==> config.mk <==
export PLATFORM = sky130hd
export DESIGN_NAME = indexed_stack_instruction_exec
export DESIGN_NICKNAME = d
export VERILOG_FILES = /design/src/logic/stack_exec_pkg.sv /design/src/logic/indexed_stack_instruction_exec.sv
export SDC_FILE = /design/constraint.sdc
export NUM_CORES = 1
export LEC_CHECK = 0
export ABC_AREA = 1
export BUFFER_PORTS_ARGS = -buffer_cell sky130_fd_sc_hd__buf_2
export CELL_PAD_IN_SITES_DETAIL_PLACEMENT = 1
export CELL_PAD_IN_SITES_GLOBAL_PLACEMENT = 2
export CORE_ASPECT_RATIO = 1.4
export CORE_MARGIN = 2
export CORE_UTILIZATION = 32
export DETAILED_ROUTE_END_ITERATION = 10
export PLACE_DENSITY = 0.89
export SLEW_MARGIN = 10
export SYNTH_ARGS = -nofsm -noshare
export SYNTH_HDL_FRONTEND = slang
export SYNTH_SLANG_ARGS = --single-unit
==> constraint.sdc <==
create_clock -name i_mclk -period 3.7 [get_ports i_mclk]
set_input_delay 0.185 -clock i_mclk [delete_from_list [all_inputs] [get_ports i_mclk]]
set_output_delay 0.185 -clock i_mclk [all_outputs]
set_load 0.05 [all_outputs]
==> src/logic/stack_exec_pkg.sv <==
// Shared constants and carriers for the indexed stack instruction executor
package stack_exec_pkg;

	// ------------------------------------------------------------
	// Encodings
	// ------------------------------------------------------------
	localparam logic [3:0] EXT_HI          = 4'he;
	localparam logic [3:0] OP_SUBTRACT     = 4'h9;
	localparam logic [3:0] OP_PUSH         = 4'ha;
	localparam logic [3:0] OP_MOVE         = 4'hb;
	localparam logic       MOVE_FIRST_BIT  = 1'h1;
	localparam logic [3:0] SECOND_WORD_HI  = 4'hf;
	localparam logic [1:0] SEL_RETURN      = 2'h3;

	// ------------------------------------------------------------
	// Field positions
	// ------------------------------------------------------------
	localparam int OFFSET_MSB  = 6;
	localparam int SEL_LSB     = 6;
	localparam int MOVE_BIT    = 7;

	// ------------------------------------------------------------
	// Address space and reset values
	// ------------------------------------------------------------
	localparam int         ADDR_W        = 12;
	localparam logic [7:0] INDIRECT_DATA = 8'h00;
	localparam logic [11:0] PTR_RESET    = 12'h000;
	localparam logic [7:0]  HELD_RESET   = 8'h00;
	localparam logic [20:0] PC_RESET     = 21'h000000;
	localparam logic [11:0] PUSH_STEP    = 12'h001;
	// Indirect addressing registers occupy this address window
	localparam logic [11:0] INDIRECT_LO  = 12'hfd9;
	localparam logic [11:0] INDIRECT_HI  = 12'hfef;

	typedef enum {ST_IDLE, ST_MOVE_DEST, ST_RETURN_NOP} state_t;

	// Data memory request carrier
	typedef struct packed {
		logic              rd;
		logic              wr;
		logic [ADDR_W-1:0] addr;
		logic [7:0]        wdata;
	} mem_req_t;

endpackage

==> src/logic/indexed_stack_instruction_exec.sv <==
// Decode and execute for the move, push, pointer subtract and subtract-return instructions

module indexed_stack_instruction_exec (
	// Clock and reset
	input  wire logic                           i_mclk,
	input  wire logic                           i_rst,
	// Instruction word, one per instruction cycle
	input  wire logic                           i_instr_valid,
	input  wire logic [15:0]                    i_instr,
	// Data memory read data (same cycle as read address)
	input  wire logic [7:0]                     i_mem_rdata,
	// Return stack top
	input  wire logic [20:0]                    i_stack_top,
	// Data memory request
	output      stack_exec_pkg::mem_req_t       o_mem,
	// Pointer registers
	output      logic [11:0]                    o_ptr0,
	output      logic [11:0]                    o_ptr1,
	output      logic [11:0]                    o_ptr2,
	// Program counter load on return
	output      logic                           o_pc_load,
	output      logic [20:0]                    o_pc_value,
	// Word taken by this block
	output      logic                           o_busy
);

	// ------------------------------------------------------------
	// Helpers
	// ------------------------------------------------------------
	// Wraps modulo 4096; the data space has no bank bits here
	function automatic logic [11:0] index_addr(input logic [11:0] base, input logic [6:0] off);
		index_addr = base + {5'h00, off};
	endfunction

	// Move reads of this window yield 00h and move writes to it are dropped; pushes still write there
	function automatic logic is_indirect(input logic [11:0] a);
		is_indirect = (a >= stack_exec_pkg::INDIRECT_LO) && (a <= stack_exec_pkg::INDIRECT_HI);
	endfunction

	// Pointer minus a zero-extended 6-bit literal, wrapping in the 12-bit space
	function automatic logic [11:0] minus_lit(input logic [11:0] p, input logic [5:0] k);
		minus_lit = p - {6'h00, k};
	endfunction

	// ------------------------------------------------------------
	// State
	// ------------------------------------------------------------
	stack_exec_pkg::state_t   state,      next_state;
	logic [11:0]              ptr0,       next_ptr0;
	logic [11:0]              ptr1,       next_ptr1;
	logic [11:0]              ptr2,       next_ptr2;
	logic [7:0]               held_data,  next_held_data;
	stack_exec_pkg::mem_req_t mem,        next_mem;
	logic                     pc_load,    next_pc_load;
	logic [20:0]              pc_value,   next_pc_value;
	logic                     busy,       next_busy;

	logic [3:0] w_hi;
	logic [3:0] w_op;
	logic [5:0] lit6;
	logic [1:0] sel;
	logic [11:0] src_addr;
	logic [11:0] dst_addr;

	assign w_hi     = i_instr[15:12];
	assign w_op     = i_instr[11:8];
	assign lit6     = i_instr[5:0];
	assign sel      = i_instr[stack_exec_pkg::SEL_LSB +: 2];
	// Both words carry their offset in the low seven bits, so one adder
	// serves the source address now and the destination address next cycle
	assign src_addr = index_addr(ptr2, i_instr[stack_exec_pkg::OFFSET_MSB:0]);
	assign dst_addr = src_addr;

	// ------------------------------------------------------------
	// Decode
	// ------------------------------------------------------------
	// Words outside these patterns pass by with no outputs while idle; the next valid word
	// after a move first word, and any word in the return dead cycle, is taken here whatever its opcode
	logic dec_ext;
	logic dec_move;
	logic dec_push;
	logic dec_sub;
	logic dec_return;
	logic dec_second;

	assign dec_ext    = i_instr_valid && (w_hi == stack_exec_pkg::EXT_HI);
	assign dec_move   = dec_ext && (w_op == stack_exec_pkg::OP_MOVE) &&
	                    (i_instr[stack_exec_pkg::MOVE_BIT] == stack_exec_pkg::MOVE_FIRST_BIT);
	assign dec_push   = dec_ext && (w_op == stack_exec_pkg::OP_PUSH);
	assign dec_sub    = dec_ext && (w_op == stack_exec_pkg::OP_SUBTRACT);
	assign dec_return = dec_sub && (sel == stack_exec_pkg::SEL_RETURN);
	assign dec_second = i_instr_valid && (w_hi == stack_exec_pkg::SECOND_WORD_HI);

	// ------------------------------------------------------------
	// Next state
	// ------------------------------------------------------------
	always_comb begin
		next_state     = state;
		next_ptr0      = ptr0;
		next_ptr1      = ptr1;
		next_ptr2      = ptr2;
		next_held_data = held_data;
		next_mem       = '0;
		next_pc_load   = 1'b0;
		next_pc_value  = pc_value;
		next_busy      = 1'b0;
		case (state)
			stack_exec_pkg::ST_IDLE: begin
				if (dec_ext) begin
					if (dec_move) begin
						// The memory answers in the cycle of the address, so the source
						// byte is caught now, before the second word moves the adder
						next_busy      = 1'b1;
						next_state     = stack_exec_pkg::ST_MOVE_DEST;
						next_held_data = is_indirect(src_addr) ?
						                 stack_exec_pkg::INDIRECT_DATA : i_mem_rdata;
						next_mem.rd    = 1'b1;
						next_mem.addr  = src_addr;
					end else if (dec_push) begin
						next_busy      = 1'b1;
						// Store at the old pointer, then step down: the stack grows toward 000h
						next_mem.wr    = 1'b1;
						next_mem.addr  = ptr2;
						next_mem.wdata = i_instr[7:0];
						next_ptr2      = ptr2 - stack_exec_pkg::PUSH_STEP;
					end else if (dec_sub) begin
						next_busy = 1'b1;
						// Flags are not touched here; this block owns none
						// Select 2 and 3 both act on pointer two; 3 also returns
						case (sel)
							2'h0: next_ptr0 = minus_lit(ptr0, lit6);
							2'h1: next_ptr1 = minus_lit(ptr1, lit6);
							default: begin
								next_ptr2 = minus_lit(ptr2, lit6);
							end
						endcase
						if (dec_return) begin
							next_pc_load  = 1'b1;
							next_pc_value = i_stack_top;
							next_state    = stack_exec_pkg::ST_RETURN_NOP;
						end
					end
				end
			end
			stack_exec_pkg::ST_MOVE_DEST: begin
				// Waits for the second word; the fetch stage supplies it next
				next_busy = 1'b1;
				if (i_instr_valid) begin
					next_state = stack_exec_pkg::ST_IDLE;
					// Any valid word closes the pair, so a stray word cannot hang the move;
					// program counter and stack top bytes are not guarded, code keeps clear
					if (dec_second &&
					    !is_indirect(dst_addr)) begin
						next_mem.wr    = 1'b1;
						next_mem.addr  = dst_addr;
						next_mem.wdata = held_data;
					end
				end
			end
			stack_exec_pkg::ST_RETURN_NOP: begin
				// Dead cycle while the return target is fetched
				// Words offered now are dropped; the core refetches from the target
				next_busy  = 1'b1;
				next_state = stack_exec_pkg::ST_IDLE;
			end
			default: begin
				next_state = stack_exec_pkg::ST_IDLE;
			end
		endcase
	end

	// ------------------------------------------------------------
	// Registers
	// ------------------------------------------------------------
	// Pointers start at zero, so a first push stores at 000h and wraps to FFFh
	always_ff @(posedge i_mclk) begin
		if (i_rst) begin
			state     <= stack_exec_pkg::ST_IDLE;
			ptr0      <= stack_exec_pkg::PTR_RESET;
			ptr1      <= stack_exec_pkg::PTR_RESET;
			ptr2      <= stack_exec_pkg::PTR_RESET;
			held_data <= stack_exec_pkg::HELD_RESET;
			mem       <= '0;
			pc_load   <= 1'b0;
			pc_value  <= stack_exec_pkg::PC_RESET;
			busy      <= 1'b0;
		end else begin
			state     <= next_state;
			ptr0      <= next_ptr0;
			ptr1      <= next_ptr1;
			ptr2      <= next_ptr2;
			held_data <= next_held_data;
			mem       <= next_mem;
			pc_load   <= next_pc_load;
			pc_value  <= next_pc_value;
			busy      <= next_busy;
		end
	end

	// ------------------------------------------------------------
	// Outputs
	// ------------------------------------------------------------
	// Plain copies of registers, so every output leaves a flip-flop
	assign o_mem      = mem;
	assign o_ptr0     = ptr0;
	assign o_ptr1     = ptr1;
	assign o_ptr2     = ptr2;
	assign o_pc_load  = pc_load;
	assign o_pc_value = pc_value;
	assign o_busy     = busy;

endmodule

After elaboration in Yosys (flattened, before gate mapping)
Index checks and enable logic that the tools add are counted.
{"block": "classes", "magnitude_cmp": 2, "bitwise": 5, "n_mux": 26, "reduce_logical": 23, "eq_ne": 15, "n_addsub": 5}
{"op": "32-bit two-way mux", "n": 6}
{"op": "21-bit two-way mux", "n": 4}
{"op": "32-bit one-hot mux with 2 select lines", "n": 1}
{"op": "12-bit two-way mux", "n": 4}
{"op": "21-bit one-hot mux with 2 select lines", "n": 1}
{"op": "12-bit by 6-bit subtractor with 12-bit output", "n": 3}
{"op": "32-bit by 1-bit equality test with 1-bit output (second input constant)", "n": 1}
{"op": "32-bit by 2-bit equality test with 1-bit output (second input constant)", "n": 1}
{"op": "32-bit logical NOT", "n": 1}
{"op": "4-bit equality test (second input constant)", "n": 5}
{"op": "6-bit AND reduction", "n": 3}
{"op": "8-bit two-way mux", "n": 2}
{"op": "12-bit by 7-bit adder with 12-bit output", "n": 1}
{"op": "12-bit greater-or-equal comparator (second input constant)", "n": 1}
{"op": "12-bit <= comparator (second input constant)", "n": 1}
{"op": "12-bit by 1-bit subtractor with 12-bit output (second input constant)", "n": 1}
{"op": "5-bit AND reduction", "n": 2}
{"op": "1-bit logical AND", "n": 9}
{"op": "3-bit inequality test (second input constant)", "n": 3}
{"op": "1-bit two-way mux", "n": 7}
{"op": "6-bit OR reduction", "n": 1}
{"op": "1-bit inverter", "n": 5}
{"op": "2-bit inequality test (second input constant)", "n": 2}
{"op": "2-bit OR reduction", "n": 2}
{"op": "other kinds (9)", "n": 9}
{"block": "totals", "elab_cells": 88, "out_inout_bits": 81, "input_bits": 48, "regBits": 121}

Longest topological paths before layout
{"block": "depth", "word_depth": 10, "depth_mapped": 15, "mapped_depth_nobuf": 15}

Worst setup path before layout
OpenSTA, ideal clock, no wires.
{"block": "synth_path", "path_type": "register to register", "from": "reg ptr2[0] (netlist: o_ptr2[0])", "to": "reg mem (netlist bit o_mem[20])", "arrival_time_ns": 2.348, "path_buffers": 1, "slack_ns": 1.224, "path_stages_with_launch": 15, "period_less_slack_ns": 2.476, "t_required_ns": 3.572, "setup_time_ns": 0.128, "cell_sequence": "dfxtp_1 > ha_1 > inv_1 > fa_1 > nor2_1 > nand2_1 > nand3_1 > nand2_1 > nand3_1 > nand2_1 > nor2_1 > nand2_2 > buf_6 > a21oi_2 > nor2_1"}
{"block": "synth_via", "elab_chain_cells": 8}
{"item": "start: declaration", "line": "indexed_stack_instruction_exec.sv:51", "text": "logic [11:0] ptr2, next_ptr2;"}
{"item": "start signal: assignment", "line": "indexed_stack_instruction_exec.sv:181", "text": "ptr2 <= stack_exec_pkg::PTR_RESET;"}
{"item": "start signal: assignment", "line": "indexed_stack_instruction_exec.sv:191", "text": "ptr2 <= next_ptr2;"}
{"item": "12-bit by 7-bit adder with 12-bit output *", "line": "indexed_stack_instruction_exec.sv:32", "text": "index_addr = base + {5'h00, off};"}
{"item": "12-bit greater-or-equal comparator or 12-bit <= comparator (tied branches)", "line": "indexed_stack_instruction_exec.sv:37", "text": "is_indirect = (a >= stack_exec_pkg::INDIRECT_LO) && (a <= stack_exec_pkg::INDIRECT_HI);"}
{"item": "1-bit logical AND *", "line": "indexed_stack_instruction_exec.sv:37"}
{"item": "1-bit logical NOT *", "line": "indexed_stack_instruction_exec.sv:153", "text": "!is_indirect(dst_addr)) begin"}
{"item": "1-bit logical AND *", "line": "indexed_stack_instruction_exec.sv:152", "text": "if (dec_second &&"}
{"item": "21-bit two-way mux *", "line": "indexed_stack_instruction_exec.sv:152"}
{"item": "21-bit two-way mux *", "line": "indexed_stack_instruction_exec.sv:148", "text": "if (i_instr_valid) begin"}
{"item": "21-bit one-hot mux with 2 select lines *", "line": "indexed_stack_instruction_exec.sv:107", "text": "case (state)"}
{"item": "end signal: assignment", "line": "indexed_stack_instruction_exec.sv:193", "text": "mem <= next_mem;"}
{"item": "end: declaration", "line": "indexed_stack_instruction_exec.sv:53", "text": "stack_exec_pkg::mem_req_t mem, next_mem;"}
Every way passes the cells marked *; elsewhere a longest branch is shown, timed or not.
A chain may end at the register's enable or synchronous reset.

Worst setup path after layout
{"block": "layout_path", "from": "reg ptr2[0] (netlist: o_ptr2[0])", "to": "reg mem (netlist bit o_mem[2])"}
Same word-level chain as after synthesis.

==> impl_metrics.toml <==
[layout]
diodes = 0
fin_util_pct = 39.8
num-nets-final = 912
nFillCells = 2028
syn_to_final_growth_pct = 21.3
drive_gt1_share_pct = 21.3

[grt]
antenna_found_initial = 0
grt_pass1_vias = 5484
grt_pass1_wl_um = 27500
groute.usage.overall_pct = 19.7
grt_max_degree = 60
grt.overflow.total = 0

[floorplan]
placementRows = 54
fp.coreArea_mm2 = 0.0156
ios = 129
die_w_um = 111
dieArea_mm2 = 0.0170
die_height_um = 154
initial_core_util_pct = 32.8

[worst_setup_path]
cp_data_required_time_ps = 3970
max_stage_delay_ps = 430
worstPathArrival_ps = 2850
cp_top_family = "simple AND/OR/NAND/NOR gates"
path_class = "flop to flop"
start_kind = "flop"
critPathSlowestCell = "fa_1"
cp_common_cell = "nand2_1"
critPathLaunch = "o_ptr2[0]$_SDFFE_PP0P_"
crit_buf_inv = 1
cp_cell_sequence = "ha_1, inv_1, fa_1, nor2_1, nand2_1, nand3_1, nand2_1, nand2_1, nand2_1, nand2_1, nor2_1, nand2_2, nand3_1, a21oi_1"
r2r_start = "o_ptr2[0]$_SDFFE_PP0P_"
end_kind = "flop"
ff2ff_setup_slack_ps = 1120
worstPathMaxFanout = 21

[route]
routedWlPerCell_um = 16.2
vias = 5263
routed_wl_um = 16700
drc = 0
via_per_inst = 5.09
ant_nets = 0
drtPass1Iterations = 4
drtIter0Drc = 124

[timing]
worstMarginPinSlew_ps = 882
rsz0062_at_grt = "false"
min_period_ps = 2580
final-setup-viol-count = 0
slew_headroom_pct = 40.8
min_period_over_period_pct = 69.7
clock_skew_ps = 9.62
whs_ps = 54.8
hold_viol = 0
max_freq_mhz = 388
setup_tns_ps = 0
slew_viol_final = 0

[logic_synthesis]
synth_area_leaders = "dfxtp_1 36%, nand2_1 9.1%, a21oi_1 7.5%"
synth_top_area_cell = "dfxtp_1"
syn-num-nets = 792
synth_top_area_share_pct = 35.6
synth_seq_cells = 91
netlist_area_mm2 = 0.00511
ys_seq_area_share_pct = 35.6
avgSynthCellArea_um2 = 7.18
ys_types = 42
synth_cells = 712
synth_warnings = 0

[power_and_ir_drop]
clkPwrFrac_pct = 44.6
ir_drop_v = 0.000295
p_comb_share_pct = 8.0
netSwitchingPower_uw = 562
switching_share_pct = 27.1
power_frac_seq_pct = 47.4
powerDensity_mw_per_mm2 = 334
internal_power_uw = 1510
power.leakage_uw = 0.00300
power.total_uw = 2070

[clock_network]
clockBufferDepth = 2
ctsHoldBuffers = 0
cts_setup_buffers = 0
clock_latency_ps = 350
cts_resized = 0
cts_tree = "yes"
numCtsBuffers = 9
cts_max_level = 3
numClockSinks = 91
clk_pin_slew_worst_paths_ps = 70
cts_root_buffer = "clkbuf_16"

[worst_hold_path]
hp-class = "input pin to flop"
hp-start = "i_stack_top[5]"

[run]
cap_violations = 0

[placement]
io_buffers = 128
gp_congestion = 0.941
dp_hpwl_um = 13200

[outcome]
status = "finished clean"
[tightest hold or removal path, cell delays in order]
cell and delay [ps]:
buf_2 70, nor2_1 30, nor2_1 80
[logic make-up after synthesis]
family                     Yosys count  share of synthesized area [%]
DFF                                 91                           35.6
xor gates and xnor gates            18                           3.08
AOI/OAI and AO/OA                  170                           17.9
buffers and inverters              107                           8.73
and+or+nand+nor                    294                           26.2
adders and majority gates           32                           8.42
[cell type report]
type,count,area (µm²),share of cell area [%]
Clock inverter,7,70.1,1.13
Sequential cell,91,1820,29.4
Multi-Input combinational cell,514,2850,45.9
Timing Repair Buffer,133,678,10.9
Clock buffer,9,225,3.63
Tap cell,196,245,3.95
Inverter,83,314,5.06
[path summary, 6_finish.rpt]
path / cells after the start / to
worst max-delay path: 14 / o_mem[2]$_SDFF_PP0_
worst max register to register: 14 / o_mem[2]$_SDFF_PP0_
worst min register to register: 2 / o_ptr0[11]$_SDFFE_PP0P_
worst min-delay path: 3 / o_pc_value[5]$_SDFFE_PP0P_
[flip-flops by register name, summed over array words and instances (netlist names)]
register and count:
o_mem 22, o_pc_value 21, o_ptr0 12, o_ptr1 12, o_ptr2 12, held_data 8, state 2, o_busy 1
o_pc_load 1
[per-stage QoR]
stage	area (µm²)	std cells	setup WS, ps
after floorplan	5110	712	1220
after global placement	5910	1017	1070
after detailed placement	5910	1017	955
after CTS	6200	1033	1110
after global routing	6200	1033	844
final	6200	1033	1120
[metal layers]
| metal | wire length, µm | share of wire [%] | track usage, % |
|---|---|---|---|
| met3 | 706 | 4.2 | 3.19 |
| met1 | 6870 | 41 | 22.4 |
| met4 | 350 | 2.1 | 5.54 |
| met2 | 8760 | 53 | 37.7 |
| met5 | 0 | 0 | 0 |
[synthesized netlist by cell type (all sizes together)]
| cell | n |
|---|---|
| nand2 | 126 |
| dfxtp | 91 |
| inv | 83 |
| a21oi | 79 |
| nor2 | 78 |
| o21ai | 70 |
| nand3 | 50 |
| ha | 28 |
| nor3 | 18 |
| buf | 13 |
| nand4 | 13 |
| clkbuf | 11 |
| xor2 | 10 |
| xnor2 | 8 |
| or2 | 6 |
| o211ai | 5 |
| o22ai | 5 |
| fa | 4 |
| a22o | 2 |
| o21a | 2 |
| o21bai | 2 |
| a211oi | 1 |
| a31oi | 1 |
| and2 | 1 |
| nand3b | 1 |
| nor4 | 1 |
| o221ai | 1 |
| o311ai | 1 |
| o31ai | 1 |
[cells in the final DEF, fill, tap and decap left out, types with 2 or more instances in the layout]
cell type	synthesis	layout
nor2_1	74	74
nor3_4	4	4
fa_1	4	4
nand3_1	50	50
nand2_1	124	124
o21ai_1	2	2
o211ai_1	5	5
o21ai_0	68	68
o22ai_1	5	5
a21oi_1	77	77
xor2_1	10	10
clkbuf_16	0	9
nor3_1	10	9
ha_1	28	28
inv_6	0	2
nor2_2	2	2
buf_4	3	5
inv_2	4	4
o21bai_1	2	2
a22o_1	2	2
clkinv_4	0	2
dfxtp_1	91	91
inv_1	78	78
or2_2	6	6
nor3_2	4	5
o21a_1	2	2
buf_2	7	128
nand2_2	2	2
nand4_1	12	12
xnor2_1	8	8
nor2_4	2	2
[power groups by stage]
stage	Sequential, µW	Clock, µW	Combinational (µW)
2_1_floorplan	1010	0	97.8
3_3_place_gp	1010	0	165
3_5_place_dp	1010	0	168
4_1_cts	983	955	169
5_1_grt	984	986	186
6_report	983	925	165
Note: power is estimated with default switching activity, not from simulation.
